### src/hdl/sofe_defs.vh
`ifndef SOFE_DEFS_VH
`define SOFE_DEFS_VH

// register byte addresses
`define SOFE_A_CTRL      8'h00
`define SOFE_A_MAP       8'h04
`define SOFE_A_POL       8'h08
`define SOFE_A_FNSTATE   8'h0C
`define SOFE_A_FELIMIT   8'h10
`define SOFE_A_PULSECNT  8'h14
`define SOFE_A_CMDPOS    8'h18
`define SOFE_A_FERR      8'h1C
`define SOFE_A_ENCPOS    8'h20
`define SOFE_A_FBPOS     8'h24
`define SOFE_A_FBREV     8'h28
`define SOFE_A_FBFRAC    8'h2C
`define SOFE_A_STATUS    8'h30
`define SOFE_A_INTEN     8'h34
`define SOFE_A_INTCLR    8'h38
`define SOFE_A_LINES     8'h3C
`define SOFE_A_ZEROFB    8'h40

// control register fields
`define SOFE_CTRL_MODE_LO 0
`define SOFE_CTRL_MODE_HI 1
`define SOFE_CTRL_ENABLE  2
`define SOFE_CTRL_FEEN    3
`define SOFE_CTRL_RST     32'h0000_0000

// operating modes
`define SOFE_MODE_PULSE  2'h0
`define SOFE_MODE_VEL    2'h1
`define SOFE_MODE_SUM    2'h2
`define SOFE_MODE_TORQUE 2'h3

// limit in thousandths of a revolution
`define SOFE_FEL_MIN     32'd1
`define SOFE_FEL_MAX     32'd10000
`define SOFE_FEL_RST     32'd200
// milli-revolutions in one revolution
`define SOFE_FEL_SCALE   64'h0000_0000_0000_03E8

// line codes in the function map
`define SOFE_LINE_1      2'h1
`define SOFE_LINE_2      2'h2
`define SOFE_LINE_3      2'h3

// status bits
`define SOFE_ST_FAULT    0
`define SOFE_ST_DISABLE  1

`define SOFE_RESP_OKAY   2'h0
`define SOFE_RESP_SLVERR 2'h2

`endif

### src/hdl/sofe_servo_core.v
// The AXI4-Lite slave port and the register addresses were left to the implementer.
`timescale 1ns/1ps
`include "sofe_defs.vh"

module sofe_servo_core #(
  parameter NFUNC      = 13,
  parameter COUNTS_REV = 4096
) (
  input  wire        core_clk,
  input  wire        rst_n,
  input  wire [31:0] s_axi_awaddr,
  input  wire        s_axi_awvalid,
  output wire        s_axi_awready,
  input  wire [31:0] s_axi_wdata,
  input  wire [3:0]  s_axi_wstrb,
  input  wire        s_axi_wvalid,
  output wire        s_axi_wready,
  output reg  [1:0]  s_axi_bresp,
  output reg         s_axi_bvalid,
  input  wire        s_axi_bready,
  input  wire [31:0] s_axi_araddr,
  input  wire        s_axi_arvalid,
  output wire        s_axi_arready,
  output reg  [31:0] s_axi_rdata,
  output reg  [1:0]  s_axi_rresp,
  output reg         s_axi_rvalid,
  input  wire        s_axi_rready,
  input  wire [NFUNC-1:0] fnActive,
  input  wire        pulseStep,
  input  wire        pulseDir,
  input  wire        velStep,
  input  wire        velDir,
  input  wire        encStep,
  input  wire        encDir,
  output reg  [2:0]  outLine,
  output wire        followFault,
  output wire        irq
);

  // ----------------------------------------------------------------------
  // register state
  // ----------------------------------------------------------------------
  reg  [31:0] ctrl;
  reg  [2*NFUNC-1:0] lineMap;
  reg  [2:0]  linePol;
  reg  [31:0] feLimit;
  reg  [31:0] pulseCount;
  reg  [31:0] cmdPos;
  reg  [31:0] encPos;
  reg  [31:0] fbZero;
  reg  [1:0]  status;
  reg  [1:0]  intEn;
  reg         prevEnable;

  wire [1:0]  mode      = ctrl[`SOFE_CTRL_MODE_HI:`SOFE_CTRL_MODE_LO];
  wire        driveEn   = ctrl[`SOFE_CTRL_ENABLE];
  wire        feEnable  = ctrl[`SOFE_CTRL_FEEN];

  // ----------------------------------------------------------------------
  // write channel: address and data taken in either order
  // ----------------------------------------------------------------------
  reg         awHeld;
  reg         wHeld;
  reg  [7:0]  awAddr;
  reg  [31:0] wData;
  reg  [3:0]  wStrb;
  reg         awHigh;

  assign s_axi_awready = !awHeld && !s_axi_bvalid;
  assign s_axi_wready  = !wHeld && !s_axi_bvalid;

  wire        awNow  = awHeld | s_axi_awvalid;
  wire        wNow   = wHeld | s_axi_wvalid;
  wire [7:0]  wrAddr = awHeld ? awAddr : s_axi_awaddr[7:0];
  wire [31:0] wrData = wHeld ? wData : s_axi_wdata;
  wire [3:0]  wrStrb = wHeld ? wStrb : s_axi_wstrb;
  // only the low byte is decoded; any upper bit set is out of map
  wire        wrHigh = awHeld ? awHigh : (|s_axi_awaddr[31:8]);
  wire        wrFire = awNow && wNow && !s_axi_bvalid;

  function [31:0] merge;
    input [31:0] old;
    input [31:0] nw;
    input [3:0]  be;
    integer k;
    begin
      for (k = 0; k < 4; k = k + 1) begin
        merge[8*k +: 8] = be[k] ? nw[8*k +: 8] : old[8*k +: 8];
      end
    end
  endfunction

  function mapped;
    input [7:0] a;
    begin
      mapped = (a <= `SOFE_A_ZEROFB) && (a[1:0] == 2'h0);
    end
  endfunction

  wire        wrOk     = mapped(wrAddr) && !wrHigh;
  wire        wrHit    = wrFire && wrOk;
  wire [31:0] limitNew = merge(feLimit, wrData, wrStrb);
  wire        wrEnc    = wrHit && (wrAddr == `SOFE_A_ENCPOS);
  wire        wrZero   = wrHit && (wrAddr == `SOFE_A_ZEROFB);

  always @(posedge core_clk or negedge rst_n) begin
    if (!rst_n) begin
      awHeld       <= 1'b0;
      wHeld        <= 1'b0;
      awAddr       <= 8'h00;
      awHigh       <= 1'b0;
      wData        <= 32'h0000_0000;
      wStrb        <= 4'h0;
      s_axi_bvalid <= 1'b0;
      s_axi_bresp  <= `SOFE_RESP_OKAY;
    end else begin
      if (s_axi_awvalid && s_axi_awready) begin
        awHeld <= 1'b1;
        awAddr <= s_axi_awaddr[7:0];
        awHigh <= |s_axi_awaddr[31:8];
      end
      if (s_axi_wvalid && s_axi_wready) begin
        wHeld <= 1'b1;
        wData <= s_axi_wdata;
        wStrb <= s_axi_wstrb;
      end
      if (wrFire) begin
        awHeld       <= 1'b0;
        wHeld        <= 1'b0;
        s_axi_bvalid <= 1'b1;
        s_axi_bresp  <= wrOk ? `SOFE_RESP_OKAY : `SOFE_RESP_SLVERR;
      end else if (s_axi_bvalid && s_axi_bready) begin
        s_axi_bvalid <= 1'b0;
      end
    end
  end

  // ----------------------------------------------------------------------
  // configuration registers
  // ----------------------------------------------------------------------
  always @(posedge core_clk or negedge rst_n) begin
    if (!rst_n) begin
      ctrl    <= `SOFE_CTRL_RST;
      lineMap <= {(2*NFUNC){1'b0}};
      linePol <= 3'h0;
      feLimit <= `SOFE_FEL_RST;
      intEn   <= 2'h0;
    end else if (wrHit) begin
      case (wrAddr)
        `SOFE_A_CTRL:  ctrl    <= merge(ctrl, wrData, wrStrb);
        `SOFE_A_MAP:   lineMap <= wrData[2*NFUNC-1:0];
        `SOFE_A_POL:   linePol <= wrData[2:0];
        `SOFE_A_INTEN: intEn   <= wrData[1:0];
        `SOFE_A_FELIMIT: begin
          // out-of-range writes are clamped, not dropped
          if (limitNew < `SOFE_FEL_MIN)
            feLimit <= `SOFE_FEL_MIN;
          else if (limitNew > `SOFE_FEL_MAX)
            feLimit <= `SOFE_FEL_MAX;
          else
            feLimit <= limitNew;
        end
        default: ctrl <= ctrl;
      endcase
    end
  end

  // ----------------------------------------------------------------------
  // position tracking
  // ----------------------------------------------------------------------
  function [31:0] stepped;
    input [31:0] v;
    input        st;
    input        dn;
    begin
      if (!st)
        stepped = v;
      else if (dn)
        stepped = v - 32'h0000_0001;
      else
        stepped = v + 32'h0000_0001;
    end
  endfunction

  wire usePulse = (mode == `SOFE_MODE_PULSE) || (mode == `SOFE_MODE_SUM);
  wire useVel   = (mode == `SOFE_MODE_VEL) || (mode == `SOFE_MODE_SUM);
  reg  [31:0] next_cmdPos;
  // the write or step landing on this edge is already seen, so a
  // disabled drive leaves no stray count of error behind
  wire [31:0] next_encPos = wrEnc ? merge(encPos, wrData, wrStrb)
                                  : stepped(encPos, encStep, encDir);
  wire [31:0] next_fbZero = wrZero ? next_encPos : fbZero;

  always @* begin
    next_cmdPos = cmdPos;
    if (usePulse)
      next_cmdPos = stepped(next_cmdPos, pulseStep, pulseDir);
    if (useVel)
      next_cmdPos = stepped(next_cmdPos, velStep, velDir);
  end

  always @(posedge core_clk or negedge rst_n) begin
    if (!rst_n) begin
      pulseCount <= 32'h0000_0000;
      cmdPos     <= 32'h0000_0000;
      encPos     <= 32'h0000_0000;
      fbZero     <= 32'h0000_0000;
      prevEnable <= 1'b0;
    end else begin
      prevEnable <= driveEn;
      if (pulseStep)
        pulseCount <= pulseCount + 32'h0000_0001;
      encPos <= next_encPos;
      if (wrZero)
        fbZero <= next_encPos;
      // while disabled the command tracks feedback, so no error builds
      if (!driveEn)
        cmdPos <= next_encPos - next_fbZero;
      else
        cmdPos <= next_cmdPos;
    end
  end

  // ----------------------------------------------------------------------
  // following error and limit
  // ----------------------------------------------------------------------
  wire [31:0] fbPos   = encPos - fbZero;
  wire [31:0] fErr    = cmdPos - fbPos;
  wire [31:0] fErrAbs = fErr[31] ? (32'h0000_0000 - fErr) : fErr;
  // limit is milli-revolutions; compare counts*1000 against limit*cpr
  wire [63:0] errScaled = {32'h0000_0000, fErrAbs} * `SOFE_FEL_SCALE;
  wire [63:0] limScaled = {32'h0000_0000, feLimit} * COUNTS_REV;
  wire        feTrip    = driveEn && feEnable
                          && (mode == `SOFE_MODE_PULSE)
                          && (errScaled > limScaled);
  wire        disEvent  = prevEnable && !driveEn;

  // ----------------------------------------------------------------------
  // status and interrupt
  // ----------------------------------------------------------------------
  wire [1:0] clrBits = (wrHit && wrAddr == `SOFE_A_INTCLR) ? wrData[1:0]
                                                           : 2'h0;
  wire [1:0] setBits = {disEvent, feTrip};

  always @(posedge core_clk or negedge rst_n) begin
    if (!rst_n)
      status <= 2'h0;
    else
      status <= (status & ~clrBits) | setBits;
  end

  assign followFault = status[`SOFE_ST_FAULT];
  assign irq         = |(status & intEn);

  // ----------------------------------------------------------------------
  // output line mapping
  // ----------------------------------------------------------------------
  reg [2:0] lineOr;
  integer   f;

  always @* begin
    lineOr = 3'h0;
    for (f = 0; f < NFUNC; f = f + 1) begin
      case (lineMap[2*f +: 2])
        `SOFE_LINE_1: lineOr[0] = lineOr[0] | fnActive[f];
        `SOFE_LINE_2: lineOr[1] = lineOr[1] | fnActive[f];
        `SOFE_LINE_3: lineOr[2] = lineOr[2] | fnActive[f];
        default: lineOr = lineOr;
      endcase
    end
  end

  always @(posedge core_clk or negedge rst_n) begin
    if (!rst_n)
      outLine <= 3'h0;
    else
      outLine <= lineOr ^ linePol;
  end

  // ----------------------------------------------------------------------
  // read channel
  // ----------------------------------------------------------------------
  wire [7:0]  rdAddr = s_axi_araddr[7:0];
  wire        rdOk   = mapped(rdAddr) && !(|s_axi_araddr[31:8]);
  reg  [31:0] rdVal;
  wire [31:0] fbRev  = fbPos / COUNTS_REV;
  wire [31:0] fbFrac = fbPos - fbRev * COUNTS_REV;

  assign s_axi_arready = !s_axi_rvalid;

  always @* begin
    case (rdAddr)
      `SOFE_A_CTRL:     rdVal = ctrl;
      `SOFE_A_MAP:      rdVal = {{(32-2*NFUNC){1'b0}}, lineMap};
      `SOFE_A_POL:      rdVal = {29'h0, linePol};
      `SOFE_A_FNSTATE:  rdVal = {{(32-NFUNC){1'b0}}, fnActive};
      `SOFE_A_FELIMIT:  rdVal = feLimit;
      `SOFE_A_PULSECNT: rdVal = pulseCount;
      `SOFE_A_CMDPOS:   rdVal = cmdPos;
      `SOFE_A_FERR:     rdVal = fErr;
      `SOFE_A_ENCPOS:   rdVal = encPos;
      `SOFE_A_FBPOS:    rdVal = fbPos;
      `SOFE_A_FBREV:    rdVal = fbRev;
      `SOFE_A_FBFRAC:   rdVal = fbFrac;
      `SOFE_A_STATUS:   rdVal = {30'h0, status};
      `SOFE_A_INTEN:    rdVal = {30'h0, intEn};
      `SOFE_A_LINES:    rdVal = {29'h0, outLine};
      default:          rdVal = 32'h0000_0000;
    endcase
  end

  always @(posedge core_clk or negedge rst_n) begin
    if (!rst_n) begin
      s_axi_rvalid <= 1'b0;
      s_axi_rdata  <= 32'h0000_0000;
      s_axi_rresp  <= `SOFE_RESP_OKAY;
    end else if (s_axi_arvalid && s_axi_arready) begin
      s_axi_rvalid <= 1'b1;
      s_axi_rdata  <= rdOk ? rdVal : 32'h0000_0000;
      s_axi_rresp  <= rdOk ? `SOFE_RESP_OKAY : `SOFE_RESP_SLVERR;
    end else if (s_axi_rvalid && s_axi_rready) begin
      s_axi_rvalid <= 1'b0;
    end
  end

endmodule

### config.mk
export PLATFORM = sky130hd
export DESIGN_NAME = sofe_servo_core
export DESIGN_NICKNAME = d
export VERILOG_FILES = /design/src/hdl/sofe_servo_core.v
export VERILOG_INCLUDE_DIRS = /design/src /design/src/hdl
export SDC_FILE = /design/constraint.sdc
export NUM_CORES = 2
export LEC_CHECK = 0
export ABC_AREA = 1
export BUFFER_PORTS_ARGS = -buffer_cell sky130_fd_sc_hd__buf_2
export CAP_MARGIN = 20
export CORE_MARGIN = 8
export CORE_UTILIZATION = 58
export DETAILED_ROUTE_END_ITERATION = 8
export PLACE_DENSITY = 0.79
export SLEW_MARGIN = 30
export SYNTH_ARGS = -nofsm -noshare
export SYNTH_HDL_FRONTEND = slang
export SYNTH_SLANG_ARGS = --single-unit
### constraint.sdc
create_clock -name core_clk -period 9.98 [get_ports core_clk]
set_clock_uncertainty 0.15 [all_clocks]
set_input_delay 0 -clock core_clk [delete_from_list [all_inputs] [get_ports core_clk]]
set_output_delay 0 -clock core_clk [all_outputs]
set_load 0.05 [all_outputs]
---- After elaboration in Yosys (flattened, before gate mapping) ----
Index checks and enable logic that the tools add are counted.
word-level totals
  register bits ........................... 314
  bits of input ports ..................... 126
  output and inout bits ................... 46
  logic and storage cells ................. 277
operators by class
  $add $sub $neg .......................... 12
  multipliers ............................. 1
  order comparisons ....................... 5
  equal/unequal tests ..................... 62
  muxes and demuxes ....................... 78
  bitwise logic cells ..................... 43
  reduce and logical (&&, ||, !) cells .... 50
operators with widths
  cell                                                                               number
  32-bit two-way mux                                                                 16
  32-bit case mux with 15 select lines                                               1
  32-bit by 1-bit adder with 32-bit output (second input constant)                   4
  32-bit subtractor                                                                  4
  32-bit by 1-bit subtractor with 32-bit output (second input constant)              3
  8-bit by 6-bit == test with 1-bit output (second input constant)                   10
  8-bit two-way mux                                                                  9
  2-bit == test (second input constant)                                              27
  1-bit two-way mux                                                                  48
  24-bit OR reduction                                                                2
  42-bit by 44-bit > comparator with 1-bit output                                    1
  8-bit by 5-bit == test with 1-bit output (second input constant)                   5
  32-bit by 7-bit multiplier with 39-bit output (second input constant)              1
  1-bit bitwise OR                                                                   38
  32-bit by 14-bit > comparator with 1-bit output (second input constant)            1
  32-bit by 1-bit less-than comparator with 1-bit output (second input constant)     1
  1-bit by 32-bit subtractor with 32-bit output (first input constant)               1
  2-bit by 1-bit == test with 1-bit output (second input constant)                   14
  8-bit by 4-bit == test with 1-bit output (second input constant)                   3
  1-bit logical AND                                                                  21
  8-bit by 3-bit == test with 1-bit output (second input constant)                   2
  8-bit by 7-bit less-or-equal comparator with 1-bit output (second input constant)  2
  8-bit logical NOT                                                                  2
  3-bit AND reduction                                                                4
  13 further kinds                                                                   31

---- Depth between registers and ports, before layout ----
  depth in word-level cells ............... 27
  gate-level depth with buffers ........... 69
  mapped depth without buffers ............ 67

---- Worst setup path after synthesis ----
Ideal clock, no wire load.
  path type ............................... flip-flop to flip-flop
  from .................................... register encPos[0]
  to ...................................... register status[0]
  setup time .............................. 0.120 ns
  data arrival time ....................... 10.002 ns
  required time ........................... 9.710 ns
  slack ................................... -0.293 ns
  cell stages (with the launch flop) ...... 66
  path through ............................ dfrtp_1 > inv_1 > ha_1 > inv_1 > fa_1 > nand3_1 > nand3_2 > nand2_1 > nand2_1 > nand2_1 > nand2_2 > nand2_2 > nand2_2 > a21oi_1 > o21ai_0 > nand3_1 > nand2_1 > nand2_1 > (+30 left out) > o21ai_0 > a21oi_1 > o21a_1 > o21ai_0 > a21oi_1 > nor2_1 > nor2_1 > xnor2_1 > ha_1 > nand3_1 > inv_1 > nand4_1 > inv_1 > o211ai_1 > a21oi_1 > o2111ai_1 > nand3_1 > nand2_1
between the ends
  longest elaborated chain between the ends .. 8
RTL lines
  what                                                         line                   source
  start, declared                                              sofe_servo_core.v:49   reg [31:0] encPos;
  start signal, assigned                                       sofe_servo_core.v:213  encPos <= next_encPos;
  32-bit subtractor (*)                                        sofe_servo_core.v:227  wire [31:0] fbPos = encPos - fbZero;
  32-bit subtractor (*)                                        sofe_servo_core.v:228  wire [31:0] fErr = cmdPos - fbPos;
  1-bit by 32-bit subtractor with 32-bit output                sofe_servo_core.v:229  wire [31:0] fErrAbs = fErr[31] ? (32'h0000_0000 - fErr) : fErr;
  32-bit two-way mux (*)                                       sofe_servo_core.v:229
  32-bit by 7-bit multiplier with 39-bit output (no line) (*)  -
  42-bit by 44-bit > comparator with 1-bit output (*)          sofe_servo_core.v:235  && (errScaled > limScaled);
  1-bit logical AND (*)                                        sofe_servo_core.v:233  wire feTrip = driveEn && feEnable
  2-bit bitwise OR (*)                                         sofe_servo_core.v:249  status <= (status & ~clrBits) | setBits;
  end signal, assigned                                         sofe_servo_core.v:249
  end, declared                                                sofe_servo_core.v:51   reg [1:0] status;
Every way passes the cells marked *; elsewhere a longest branch is shown, timed or not.
A chain may end at the register's enable or synchronous reset.

---- Worst setup path after layout ----
Ends and elaborated chain as after synthesis.

==> results_dict.tcl <==
set metrics [dict create \
    status "finished with violations" \
    violations "design-rule violations, negative setup slack" \
    yosysWarningCount 0 \
    setup_viol 1 \
    numCtsBuffers 39 \
    netlist_area_sq_um 32900 \
    drt-total-wl_um 146000 \
    relSlewSlack 0.288 \
    hold_path_startpoint "fnActive[10]" \
    synth.avg_cell_area_sq_um 7.04 \
    via_per_inst 6.10 \
    synth_edf_count 0 \
    start_kind "flop" \
    dp.cells 5866 \
    hold_depth 6 \
    async_flop_share 1.00 \
    wl_per_cell_um 23.9 \
    final_nets 5833 \
    ys.flop_type "dfrtp_1" \
    end_kind "flop" \
    reg2reg_depth 60 \
    syn2layout_area_growth_pct 24.2 \
    antenna_found_initial 5 \
    cts.reportedPaths.clkPinSlew_ns 0.06 \
    dieArea_sq_um 64600 \
    final_util 0.727 \
    final_cells 6101 \
    max_stage_delay_ns 0.53 \
    drv_cap 0 \
    finalMaxSlewViolations 0 \
    clk_latency_ns 0.60 \
    hold_viol 0 \
    io_pins 172 \
    dp_hpwl_um 113000 \
    worst_pin_slew_ns 1.06 \
    grt_overflow 0 \
    arrival_ns 10.41 \
    io_buffers 169 \
    synth_top_area_frac 0.235 \
    fillCellCount 4491 \
    holdPathEnd "outLine[0]$_DFF_PN0_" \
    die_w_um 254 \
    globalplace.congestion 1.09 \
    ff2ff_setup_slack_ns -0.15 \
    first_pass_iters 9 \
    vias 37200 \
    grt_max_degree 172 \
    dieHeight_um 254 \
    drc 51 \
    htree_levels 2 \
    drt.antenna.violating_nets 0 \
    post-route-period-util 1.01 \
    cts_root_buf "clkbuf_16" \
    period_needed_ns 10.13 \
    cts_tree "built" \
    synthTopCellsByCount "nand2_1 (1016), inv_1 (772), o21ai_0 (396)" \
    ys_seq_area_frac 0.238 \
    critical_path.max_fanout 8 \
    grt_pass1_wl_um 212000 \
    clock.fmax_ghz 0.0987 \
    drt_iter0_markers 4862 \
    tns_ns -0.149 \
    fin_ws_ns -0.149 \
    crit_required_ns 10.26 \
    grt_pass1_vias 35600 \
    yosysMostFrequentCell "nand2_1" \
    synth_seq_cells 312 \
    clock-sinks 312 \
    netlist_instances 4672 \
    cp_slowest_cell "fa_1" \
    final_layout_size_suffix_gt1_frac 0.172 \
    rsz0062_at_grt "yes" \
    netlist-cell-type-count 71 \
    grt_usage 0.434 \
    start_util 0.585 \
    yosys-top-cells-area "dfrtp_1 (24%), nand2_1 (12%), ha_1 (11%), inv_1 (8.8%), fa_1 (6.9%)" \
    path_class "reg2reg" \
    synth_largest_area_cell "dfrtp_1" \
    clock_path_buffers 3 \
    r2r_end "status[0]$_DFF_PN0_" \
    row_count 87 \
    crit_path_start "encPos[0]$_DFF_PN0_" \
    rr_startpoint "encPos[0]$_DFF_PN0_" \
    hold_path_class "in2reg" \
    core-area_sq_um 56200 \
]
## sequential cells by signal, summed over array words and instances, names as in the netlist, 2 cells and up
name	count
awAddr	8
outLine	3
pulseCount	32
encPos	32
wData	32
intEn	2
status	2
linePol	3
feLimit	32
wStrb	4
ctrl	32
cmdPos	32
s_axi_rdata	32
fbZero	32
lineMap	26
## repair_timing
action,4_1_cts,5_1_grt
hold buffers,120,0
hold endpoints to repair,239,0
resized for setup,59,118
buffers inserted,10,26
pin swaps,12,76
setup endpoints to repair,1,1
## layout by cell type, fill, tap and decap left out, types with 15 or more instances in the layout
master,Yosys,final
nand2_1,1016,994
inv_1,772,754
buf_4,5,404
o21ai_0,396,382
a21oi_1,344,325
dfrtp_1,309,308
nor2_1,297,282
ha_1,285,269
nand3_1,211,207
buf_2,5,168
dlygate4sd3_1,0,119
fa_1,114,113
xor2_1,113,103
xnor2_1,71,69
nand4_1,58,58
nand2_2,45,56
nor3_1,42,39
clkbuf_16,0,39
o211ai_1,32,32
inv_2,16,31
a31oi_1,32,31
o22ai_1,31,31
o21a_1,28,28
nor4_1,29,27
o221ai_1,25,25
a22o_1,24,24
or2_2,25,23
a211oi_1,25,23
a221oi_1,23,22
o2111ai_1,20,20
nor2_2,11,19
a21oi_2,3,18
a21boi_0,19,17
ha_4,0,15
## worst max path at each step
stage | endpoint | slack (ns) | cells after the start
global route | status[0]$_DFF_PN0_ | -0.63 | 62
CTS | status[0]$_DFF_PN0_ | 0.005 | 60
floorplan | status[0]$_DFF_PN0_ | 0.002 | 66
detailed placement | status[0]$_DFF_PN0_ | -0.83 | 64
global placement | status[0]$_DFF_PN0_ | -0.50 | 64
finish | status[0]$_DFF_PN0_ | -0.15 | 60
## per-stage QoR
stage	area, sq um	hold slack (ns)	worst slack [ns]
2_1_floorplan	32900	-0.446	0.00231
3_3_place_gp	37100	-0.101	-0.500
3_5_place_dp	37100	-0.103	-0.831
4_1_cts	40100	0.00260	0.00472
5_1_grt	40800	0.0329	-0.627
6_report	40800	0.0214	-0.149
## cell type report
type	instances	area, sq um	area share
repair buffers	700	5220	0.128
clock buffers	52	1080	0.0266
flip-flops and latches	312	7810	0.191
well taps	756	946	0.0232
inverters	791	2980	0.0729
diodes	6	15.0	0.000368
clock inverters	20	352	0.00861
multi-input cells	3464	22400	0.550
## layer usage
| layer | global-route usage | routed length [um] | vias up |
|---|---|---|---|
| li1 | - | - | 16800 |
| met1 | 0.537 | 53600 | 17300 |
| met2 | 0.670 | 62800 | 2410 |
| met3 | 0.128 | 17900 | 686 |
| met4 | 0.254 | 11300 | 2 |
| met5 | 0 | 14 | - |
## kinds of logic (layout without fill, tap and decap cells)
kind of cell	after synthesis	after routing	share of synthesized area
adder cells (fa/ha/maj)	399	399	0.178
multiplexers	17	17	0.00556
other	1	8	0.000114
XOR/XNOR	185	185	0.0499
buffers and inverters	897	1563	0.104
AO/OA/AOI/OAI	1081	1081	0.193
flip-flops	312	312	0.238
AND/OR/NAND/NOR	1780	1780	0.233
## critical path: cells and delay by family, from the launching register on
family / cells / cell delay, ns
flip-flops: 1 / 0.40
AO/OA/AOI/OAI: 12 / 1.90
XOR/XNOR: 2 / 0.34
buffers and inverters: 9 / 0.94
adder cells (fa/ha/maj): 9 / 3.41
AND/OR/NAND/NOR: 28 / 2.83
Power is not shown: default switching activity piles up to over one toggle a cycle in this logic, so the estimate is an artifact.
